$ cat src/hw/mfm_pkg.sv
// Package for the multichannel frequency meter: constants and enumerations
package mfm_pkg;
  localparam int MFM_CHANNELS = 5;
  localparam int MFM_CLK_HZ = 10000000;
  localparam int MFM_FMAX_HZ = 200000;
  localparam int MFM_CNT_W = 18;
  localparam int MFM_FREQ_W = 24;
  // Gate times in milliseconds, then in clock cycles
  localparam int MFM_GATE_1S_MS = 1000;
  localparam int MFM_GATE_100MS_MS = 100;
  localparam int MFM_GATE_10MS_MS = 10;
  localparam int MFM_GATE_1S_CYC = MFM_CLK_HZ / 1000 * MFM_GATE_1S_MS;
  localparam int MFM_GATE_100MS_CYC = MFM_CLK_HZ / 1000 * MFM_GATE_100MS_MS;
  localparam int MFM_GATE_10MS_CYC = MFM_CLK_HZ / 1000 * MFM_GATE_10MS_MS;
  // Multipliers from count to hertz
  localparam int MFM_MUL_1S = 1;
  localparam int MFM_MUL_100MS = 10;
  localparam int MFM_MUL_10MS = 100;
  // Sample period in microseconds, 1 us to 0.16 s
  localparam int MFM_SAMPLE_PERIOD_SETTING_MIN_US = 1;
  localparam int MFM_SAMPLE_PERIOD_SETTING_MAX_US = 160000;
  localparam int MFM_SAMPLE_PERIOD_SETTING_W = 18;
  localparam int MFM_CYC_PER_US = MFM_CLK_HZ / 1000000;
  localparam logic [MFM_SAMPLE_PERIOD_SETTING_W-1:0] MFM_SAMPLE_PERIOD_SETTING_RESET = 18'h00001;
  // Auto gate: shorter gate once counts exceed this
  localparam logic [MFM_CNT_W-1:0] MFM_AUTO_HIGH = 18'h02710;
  localparam logic [MFM_CNT_W-1:0] MFM_AUTO_LOW = 18'h00064;

  typedef enum logic [1:0] {
    MFM_GATE_AUTO = 2'h0,
    MFM_GATE_1S = 2'h1,
    MFM_GATE_100MS = 2'h2,
    MFM_GATE_10MS = 2'h3
  } mfm_gate_type;

  typedef enum logic [2:0] {
    MFM_TRIG_OFF = 3'h0,
    MFM_TRIG_SINGLE = 3'h1,
    MFM_TRIG_EXTERNAL = 3'h2,
    MFM_TRIG_SYSTEM = 3'h3,
    MFM_TRIG_INTERNAL = 3'h4
  } mfm_trig_type;

  typedef enum logic [1:0] {
    MFM_ST_IDLE = 2'b00,
    MFM_ST_DELAY = 2'b01,
    MFM_ST_GATE = 2'b11
  } mfm_state_type;
endpackage

$ cat src/hw/mfm_edge_counter.sv
// One channel's input synchroniser and selected-edge counter
`timescale 1ns/1ps
module mfm_edge_counter #(
  parameter int CNT_W = 18
) (
  // Clock and reset
  input wire logic clk_sys,
  input wire logic sys_rst,
  // Input and controls
  input wire logic sig_a,
  input wire logic count_falling_edges,
  input wire logic clear,
  input wire logic enable,
  // Count
  output logic [CNT_W-1:0] count
);
  logic sync1_q, sync2_q, prev_q;
  logic [CNT_W-1:0] count_q;
  wire rise = sync2_q & ~prev_q;
  wire fall = ~sync2_q & prev_q;
  wire hit = count_falling_edges ? fall : rise;
  wire sat = &count_q;

  always_ff @(posedge clk_sys) begin
    if (sys_rst) begin
      sync1_q <= 1'b0;
      sync2_q <= 1'b0;
      prev_q <= 1'b0;
    end else begin
      sync1_q <= sig_a;
      sync2_q <= sync1_q;
      prev_q <= sync2_q;
    end
  end

  always_ff @(posedge clk_sys) begin
    if (sys_rst || clear) begin
      count_q <= '0;
    end else if (enable && hit && !sat) begin
      count_q <= count_q + 1'b1;
    end
  end

  assign count = count_q;
endmodule // mfm_edge_counter

$ cat src/hw/mfm_meter.sv
// Five-channel frequency meter top
`timescale 1ns/1ps
//
// Contract
// - Frequency of a channel's A input is measured from just above 1 Hz up to 200 kHz.
// - All five channels, 0 to 4, measure at the same time using only their A inputs.
// - An enabled channel raises a measurement-complete interrupt when its measurement ends; commands enable and disable it.
// - Each channel counts rising or falling A edges as its polarity setting selects.
// - Gate time is 1 s, 0.1 s, 0.01 s or automatic, automatic by default.
// - Sample period is programmable from 1 us to 0.16 s and is 1 us after power-on.
// - External, system, single, internal and off trigger modes exist; off at power-on, single when no mode given.
// - With a 0.1 s gate the result resolves 10 Hz and covers 10 Hz to 200 kHz.
// - A read request for channel 0 to 4 returns its frequency; a transfer request also moves it to the host.
// - Channel-function selection is ignored for frequency measurement; the gate setting configures it.
module mfm_meter #(
  parameter int CHANNELS = mfm_pkg::MFM_CHANNELS,
  parameter int GATE_1S_CYC = mfm_pkg::MFM_GATE_1S_CYC,
  parameter int GATE_100MS_CYC = mfm_pkg::MFM_GATE_100MS_CYC,
  parameter int GATE_10MS_CYC = mfm_pkg::MFM_GATE_10MS_CYC
) (
  // Clock and reset
  input wire logic clk_sys,
  input wire logic sys_rst,
  // Signal inputs, A per channel
  input wire logic [CHANNELS-1:0] sig_a,
  // Per-channel edge polarity
  input wire logic [CHANNELS-1:0] count_falling_edges,
  // Gate time
  input wire logic gate_set,
  input wire mfm_pkg::mfm_gate_type gate_sel,
  // Sample period in microseconds
  input wire logic sample_period_set,
  input wire logic [mfm_pkg::MFM_SAMPLE_PERIOD_SETTING_W-1:0] sample_period_setting,
  // Trigger control
  input wire logic trig_mode_set,
  input wire logic trig_mode_given,
  input wire mfm_pkg::mfm_trig_type trig_mode,
  input wire logic external_trigger,
  input wire logic system_trigger,
  // Channel function select, accepted and ignored
  input wire logic channel_function_select,
  // Interrupt enable commands
  input wire logic [CHANNELS-1:0] intr_enable_cmd,
  input wire logic [CHANNELS-1:0] intr_disable_cmd,
  // Read and transfer requests
  input wire logic channel_read_request,
  input wire logic reading_transfer_request,
  input wire logic [2:0] read_channel,
  // Results
  output logic [mfm_pkg::MFM_FREQ_W-1:0] read_data,
  output logic read_valid,
  output logic xfer_valid,
  output logic read_error,
  output logic [CHANNELS-1:0] meas_done_irq,
  output logic [CHANNELS-1:0] reading_ready,
  output logic busy
);
  import mfm_pkg::*;

  localparam int GCW = 24;
  localparam int SCW = 22;

  mfm_gate_type gate_q;
  mfm_trig_type trig_q;
  mfm_state_type state_q, state_d;
  mfm_gate_type run_gate_q;
  logic [MFM_SAMPLE_PERIOD_SETTING_W-1:0] sample_period_setting_q;
  logic [GCW-1:0] gate_cnt_q;
  logic [SCW-1:0] delay_cnt_q;
  logic [CHANNELS-1:0] ie_q, irq_q, ready_q;
  logic [MFM_FREQ_W-1:0] freq_q [CHANNELS];
  logic [MFM_FREQ_W-1:0] read_data_q;
  logic read_valid_q, xfer_valid_q, read_error_q;
  logic [MFM_CNT_W-1:0] cnt [CHANNELS];
  logic ext_s1_q, ext_s2_q, ext_p_q, sys_s1_q, sys_s2_q, sys_p_q;
  logic auto_up_q, auto_down_q;
  logic single_pend_q;

  // External triggers are pins, so synchronise them
  always_ff @(posedge clk_sys) begin
    if (sys_rst) begin
      ext_s1_q <= 1'b0;
      ext_s2_q <= 1'b0;
      ext_p_q <= 1'b0;
      sys_s1_q <= 1'b0;
      sys_s2_q <= 1'b0;
      sys_p_q <= 1'b0;
    end else begin
      ext_s1_q <= external_trigger;
      ext_s2_q <= ext_s1_q;
      ext_p_q <= ext_s2_q;
      sys_s1_q <= system_trigger;
      sys_s2_q <= sys_s1_q;
      sys_p_q <= sys_s2_q;
    end
  end

  wire ext_edge = ext_s2_q & ~ext_p_q;
  wire sys_edge = sys_s2_q & ~sys_p_q;

  // Effective gate at start; auto steps by last result
  wire mfm_gate_type auto_gate = auto_up_q ? MFM_GATE_10MS : (auto_down_q ? MFM_GATE_1S : MFM_GATE_100MS);
  wire mfm_gate_type eff_gate = (gate_q == MFM_GATE_AUTO) ? auto_gate : gate_q;
  wire [GCW-1:0] gate_len = (run_gate_q == MFM_GATE_1S) ? GCW'(GATE_1S_CYC) :
                            (run_gate_q == MFM_GATE_10MS) ? GCW'(GATE_10MS_CYC) :
                            GCW'(GATE_100MS_CYC);
  wire [7:0] gate_mul = (run_gate_q == MFM_GATE_1S) ? 8'(MFM_MUL_1S) :
                        (run_gate_q == MFM_GATE_10MS) ? 8'(MFM_MUL_10MS) :
                        8'(MFM_MUL_100MS);
  wire [SCW-1:0] delay_len = SCW'(sample_period_setting_q) * SCW'(MFM_CYC_PER_US);

  wire start_req = (state_q == MFM_ST_IDLE) && (
    (trig_q == MFM_TRIG_SINGLE && single_pend_q) ||
    (trig_q == MFM_TRIG_EXTERNAL && ext_edge) ||
    (trig_q == MFM_TRIG_SYSTEM && sys_edge) ||
    (trig_q == MFM_TRIG_INTERNAL));
  wire gate_end = (state_q == MFM_ST_GATE) && (gate_cnt_q == gate_len - 1'b1);
  wire delay_end = (state_q == MFM_ST_DELAY) && (delay_cnt_q >= delay_len - 1'b1);

  always_comb begin
    state_d = state_q;
    case (state_q)
      MFM_ST_IDLE: if (start_req) state_d = MFM_ST_DELAY;
      MFM_ST_DELAY: if (delay_end) state_d = MFM_ST_GATE;
      MFM_ST_GATE: if (gate_end) state_d = MFM_ST_IDLE;
      default: state_d = MFM_ST_IDLE;
    endcase
  end

  // Settings; function select has no effect here
  always_ff @(posedge clk_sys) begin
    if (sys_rst) begin
      gate_q <= MFM_GATE_AUTO;
      sample_period_setting_q <= MFM_SAMPLE_PERIOD_SETTING_RESET;
      trig_q <= MFM_TRIG_OFF;
      single_pend_q <= 1'b0;
    end else begin
      if (gate_set) gate_q <= gate_sel;
      if (sample_period_set && sample_period_setting >= MFM_SAMPLE_PERIOD_SETTING_W'(MFM_SAMPLE_PERIOD_SETTING_MIN_US) &&
          sample_period_setting <= MFM_SAMPLE_PERIOD_SETTING_W'(MFM_SAMPLE_PERIOD_SETTING_MAX_US)) sample_period_setting_q <= sample_period_setting;
      if (trig_mode_set) begin
        trig_q <= trig_mode_given ? trig_mode : MFM_TRIG_SINGLE;
        single_pend_q <= !trig_mode_given || trig_mode == MFM_TRIG_SINGLE;
      end else if (start_req) begin
        single_pend_q <= 1'b0;
      end
    end
  end

  always_ff @(posedge clk_sys) begin
    if (sys_rst) begin
      state_q <= MFM_ST_IDLE;
      gate_cnt_q <= '0;
      delay_cnt_q <= '0;
      run_gate_q <= MFM_GATE_100MS;
    end else begin
      state_q <= state_d;
      gate_cnt_q <= (state_q == MFM_ST_GATE && !gate_end) ? gate_cnt_q + 1'b1 : '0;
      delay_cnt_q <= (state_q == MFM_ST_DELAY && !delay_end) ? delay_cnt_q + 1'b1 : '0;
      if (start_req) run_gate_q <= eff_gate;
    end
  end

  // All channels share one gate so they measure together
  genvar g;
  generate
    for (g = 0; g < CHANNELS; g++) begin : g_ch
      mfm_edge_counter #(.CNT_W(MFM_CNT_W)) u_cnt (
        .clk_sys(clk_sys),
        .sys_rst(sys_rst),
        .sig_a(sig_a[g]),
        .count_falling_edges(count_falling_edges[g]),
        .clear(state_q == MFM_ST_DELAY),
        .enable(state_q == MFM_ST_GATE),
        .count(cnt[g])
      );

      always_ff @(posedge clk_sys) begin
        if (sys_rst) begin
          freq_q[g] <= '0;
          ready_q[g] <= 1'b0;
        end else if (gate_end) begin
          freq_q[g] <= MFM_FREQ_W'(cnt[g] * gate_mul);
          ready_q[g] <= 1'b1;
        end
      end

      // Completion wins over a disable in the same cycle
      always_ff @(posedge clk_sys) begin
        if (sys_rst) begin
          ie_q[g] <= 1'b0;
          irq_q[g] <= 1'b0;
        end else begin
          if (intr_enable_cmd[g]) ie_q[g] <= 1'b1;
          else if (intr_disable_cmd[g]) ie_q[g] <= 1'b0;
          if (gate_end && ie_q[g]) irq_q[g] <= 1'b1;
          else if (intr_disable_cmd[g] || (channel_read_request && read_channel == 3'(g))) irq_q[g] <= 1'b0;
        end
      end
    end
  endgenerate

  // Auto gate tracks channel 0 range
  always_ff @(posedge clk_sys) begin
    if (sys_rst) begin
      auto_up_q <= 1'b0;
      auto_down_q <= 1'b0;
    end else if (gate_end) begin
      auto_up_q <= cnt[0] > MFM_AUTO_HIGH;
      auto_down_q <= cnt[0] < MFM_AUTO_LOW && run_gate_q != MFM_GATE_10MS;
    end
  end

  wire rd_any = channel_read_request | reading_transfer_request;
  wire rd_ok = read_channel < 3'(CHANNELS);
  wire [MFM_FREQ_W-1:0] rd_mux = rd_ok ? freq_q[read_channel] : '0;

  always_ff @(posedge clk_sys) begin
    if (sys_rst) begin
      read_data_q <= '0;
      read_valid_q <= 1'b0;
      xfer_valid_q <= 1'b0;
      read_error_q <= 1'b0;
    end else begin
      if (rd_any) read_data_q <= rd_mux;
      read_valid_q <= channel_read_request & rd_ok;
      xfer_valid_q <= reading_transfer_request & rd_ok;
      read_error_q <= rd_any & ~rd_ok;
    end
  end

  logic busy_q;
  always_ff @(posedge clk_sys) begin
    if (sys_rst) busy_q <= 1'b0;
    else busy_q <= state_d != MFM_ST_IDLE;
  end

  assign read_data = read_data_q;
  assign read_valid = read_valid_q;
  assign xfer_valid = xfer_valid_q;
  assign read_error = read_error_q;
  assign meas_done_irq = irq_q;
  assign reading_ready = ready_q;
  assign busy = busy_q;
endmodule // mfm_meter

$ cat config.mk
export PLATFORM = sky130hd
export DESIGN_NAME = mfm_meter
export DESIGN_NICKNAME = d
export VERILOG_FILES = /design/src/hw/mfm_pkg.sv /design/src/hw/mfm_edge_counter.sv /design/src/hw/mfm_meter.sv
export SDC_FILE = /design/constraint.sdc
export NUM_CORES = 2
export LEC_CHECK = 0
export ABC_AREA = 1
export BUFFER_PORTS_ARGS = -buffer_cell sky130_fd_sc_hd__buf_2
export CORE_ASPECT_RATIO = 1.75
export CORE_MARGIN = 1.5
export CORE_UTILIZATION = 45
export DETAILED_ROUTE_END_ITERATION = 7
export HOLD_SLACK_MARGIN = 0.12
export REMOVE_ABC_BUFFERS = 1
export SLEW_MARGIN = 20
export SYNTH_ARGS = -nofsm -noshare
export SYNTH_HDL_FRONTEND = slang
export SYNTH_SLANG_ARGS = --single-unit
$ cat constraint.sdc
create_clock -name clk_sys -period 10.7 [get_ports clk_sys]
set_input_delay 2.14 -clock clk_sys [delete_from_list [all_inputs] [get_ports clk_sys]]
set_output_delay 2.14 -clock clk_sys [all_outputs]
set_load 0.02 [all_outputs]
==> summary.md <==
| Metric | Value |
|---|---|
| Worst Hold Path EP | `g_ch[4].u_cnt.sync2_q$_SDFF_PP0_` |
| Largest stage delay, worst path | `640 ps` |
| # DRC | `0` |
| Pre-CTS WS | `4132 ps` |
| Max-slew headroom | `34.37%` |
| RSZ-0062 raised after global routing | `false` |
| Max_cap viols | `0` |
| Worst skew pair latency | `600 ps` |
| Syn_area_per_cell | `7.538 um2` |
| Crit Path Category | `reg -> reg` |
| Tcrit/Tclk final | `62.18%` |
| Setup Buffers After CTS | `0` |
| Net Sw Power | `0.0008485 W` |
| WHS Path Cells | `2` |
| Final worst slack | `4047 ps` |
| Comb power frac | `8.3%` |
| Gr ovfl total | `0` |
| Final ANT Viol Nets | `0` |
| Final min period | `6653 ps` |
| Clock skew | `31.08 ps` |
| Hold_buf cts | `0` |
| Worst-path fanout max | `57` |
| R2r startpoint | `run_gate_q[0]$_SDFFE_PP0P_` |
| GRT Overall Usage | `24.84%` |
| Synth area leader | `fa_1` |
| Chip Width | `211.4 um` |
| Slowest cell on crit path | `nor3b_1` |
| Routability congestion estimate | `0.9138` |
| Setup_tns | `0 ps` |
| Clk buf depth | `3` |
| Hold Crit Start | `g_ch[4].u_cnt.sync1_q$_SDFF_PP0_` |
| Hold Path Class | `reg -> reg` |
| Clock slew at reported path FFs | `60 ps` |
| Most instantiated cells after synthesis | `958 x nand2_1, 803 x inv_1, 599 x nor2_1` |
| Final HPWL DP | `75500 um` |
| Top cells by area, synth | `fa_1 18%, dfxtp_1 13%, ha_1 13%, edfxtp_1 11%, nand2_1 11%` |
| Die H | `367.7 um` |
| Switching Fraction | `27.01%` |
| Reg area | `8129 um2` |
| CTS Buf Count | `39` |
| Area of the multi-input gates | `22580 um2` |
| Crit path capture type | `register` |
| CTS resizes | `0` |
| Vias post-DR | `29290` |
| WP data required | `11000 ps` |
| First-pass GRT wire length | `152000 um` |
| Worst vdd ir | `0.1365 mV` |
| Starting density of the core | `45.48%` |
| CP delay by family, top | `adder cells` |
| Yosys warning count | `0` |
| Worst-Margin Slew | `984.5 ps` |
| Vias in the first global route | `29770` |
| Highest clock rate | `150.3 MHz` |
| Vias/cell | `5.204` |
| Post-synth cell types | `50` |
| DR WL/cell | `16.76 um` |
| TritonRoute pass-1 iters | `5` |
| Mapped cell area | `34210 um2` |
| Iteration-0 DRC Markers | `1453` |
| Initial antenna violation count | `0` |
| LEAKAGE | `17.70 nW` |
| Htree depth | `2` |
| CTS tree | `built` |
| Count leader, synth | `nand2_1` |
| Seq cells post-synth | `346` |
| Int Pwr | `0.002293 W` |
| Async SR Flop Fraction | `0%` |
| Sequential cell area fraction in the yosys report | `23.76%` |
| Minimum hold slack | `403.6 ps` |
| I/O Pins | `95` |
| Cells after Synth | `4538` |
| Reg2reg end | `freq_q[1][17]$_SDFFCE_PN0P_` |
| Outcome | `completed` |
| WP data arrival | `6950 ps` |
| Seq pwr share | `45.2%` |
| Final wirelength | `94290 um` |
| Crit start category | `register` |
| # diodes | `0` |
| Slew Limit Fails | `0` |
| Largest net degree at the start of global routing | `77` |
| Setup-failing EPs final | `0` |
| Die area | `77740 um2` |
| # port buffers | `93` |
| Area added between synthesis and finish | `8.051%` |
| Top cell type's share of synthesized area | `17.62%` |
| Flop-to-flop setup slack | `4050 ps` |
| Cell row count | `133` |
| CP bufs+invs | `4` |
| Fillers | `7730` |
| Reg2reg path depth | `19` |
| Clock sinks | `346` |
| Ys flop type | `dfxtp_1` |
| Final layout net count | `5289` |
| Worst-path cell chain | `buf_4, nand2_4, buf_4, nor2_1, inv_1, fa_1, inv_1, fa_1, fa_1, fa_1, ha_1, a21oi_1, o21ai_0, a21oi_1, nand2_1, nand2_1, nand2_1, nand2_1, nor3b_1` |
| Clk pwr share | `46.5%` |
| Final Cell Area | `36960 um2` |
| Clock Tree Root | `clkbuf_16` |
| Placed Area | `35620 um2` |
| Hold Vio Cnt, Final | `0` |
| Fin util | `49.14%` |
| PwrDens | `85.00 nW/um2` |
| Post-synth EDFFs | `120` |
| CORE AREA | `75220 um2` |
| Layout cells sized above 1 | `4.984%` |
area by class of cell:
type,count,area share (%)
flip-flops and latches,346,21.99
clock inverters,29,0.8666
multi-input cells,3273,61.09
inverters,816,8.287
clock buffers,43,2.766
well taps,1012,3.426
repair buffers,108,1.571
logic make-up after synthesis:
group	after synthesis	synth area share (%)
DFF	346	23.76
adders and majority gates	648	30.31
AOI/OAI and AO/OA	513	8.186
and+or+nand+nor	2004	24.65
buffers and inverters	919	10.33
xor gates and xnor gates	108	2.765
tightest hold or removal path: cells and delay by family, from the launching register on:
family,cells,cell delay [ps]
flops,1,300
simple gates,1,30
buf+inv,1,40
power groups by stage:
| stage | Combinational, W | Sequential (W) | Clock, W |
|---|---|---|---|
| finish | 0.000261 | 0.00142 | 0.00146 |
| global route | 0.000289 | 0.00143 | 0.00153 |
| CTS | 0.000261 | 0.00142 | 0.00149 |
| detailed placement | 0.000260 | 0.00145 | 0 |
| global placement | 0.000257 | 0.00145 | 0 |
| floorplan | 0.000146 | 0.00145 | 0 |
worst max path at each step:
stage / to / slack, ps / depth (start not counted) / startpoint
finish: freq_q[1][17]$_SDFFCE_PN0P_ / 4050 / 19 / run_gate_q[0]$_SDFFE_PP0P_
global route: freq_q[1][17]$_SDFFCE_PN0P_ / 3800 / 19 / run_gate_q[0]$_SDFFE_PP0P_
CTS: freq_q[1][17]$_SDFFCE_PN0P_ / 4050 / 19 / run_gate_q[0]$_SDFFE_PP0P_
detailed placement: freq_q[1][17]$_SDFFCE_PN0P_ / 4130 / 19 / run_gate_q[0]$_SDFFE_PP0P_
global placement: freq_q[1][17]$_SDFFCE_PN0P_ / 4220 / 19 / run_gate_q[0]$_SDFFE_PP0P_
floorplan: freq_q[4][23]$_SDFFCE_PN0P_ / 4110 / 19 / run_gate_q[0]$_SDFFE_PP0P_
registers in the layout, summed over array words and instances, names as in the netlist, 3 cells and up:
name,cells
read_data,24
ie_q,5
freq_q,120
meas_done_irq,5
g_ch.u_cnt.sync1_q,5
trig_q,3
sample_period_setting_q,18
g_ch.u_cnt.sync2_q,5
g_ch.u_cnt.count,90
delay_cnt_q,22
gate_cnt_q,24
g_ch.u_cnt.prev_q,5
cell usage in the layout (no fill, tap or decap), drive strengths merged, types with 84 or more instances in the layout:
cell,Yosys,final
nand2,960,960
inv,815,820
nor2,602,602
ha,347,347
fa,301,301
a21oi,270,270
dfxtp,226,226
nand3,185,185
o21ai,149,149
edfxtp,120,120
buf,33,108
xor2,88,88
nor3,84,84
per-stage QoR:
| stage | cells | total power (W) |
|---|---|---|
| after floorplan | 4435 | 0.001600 |
| after global placement | 5555 | 0.001707 |
| after detailed placement | 5555 | 0.001710 |
| after CTS | 5627 | 0.003173 |
| after global routing | 5627 | 0.003248 |
| final | 5627 | 0.003142 |
per-layer routing:
| layer | share of wire, % | track usage, % |
|---|---|---|
| met5 | 0 | 0 |
| met3 | 2.9 | 2.115 |
| met2 | 55 | 48.42 |
| met1 | 37 | 26.29 |
| met4 | 5.1 | 11.96 |
Power figures use the tool's default switching activity.
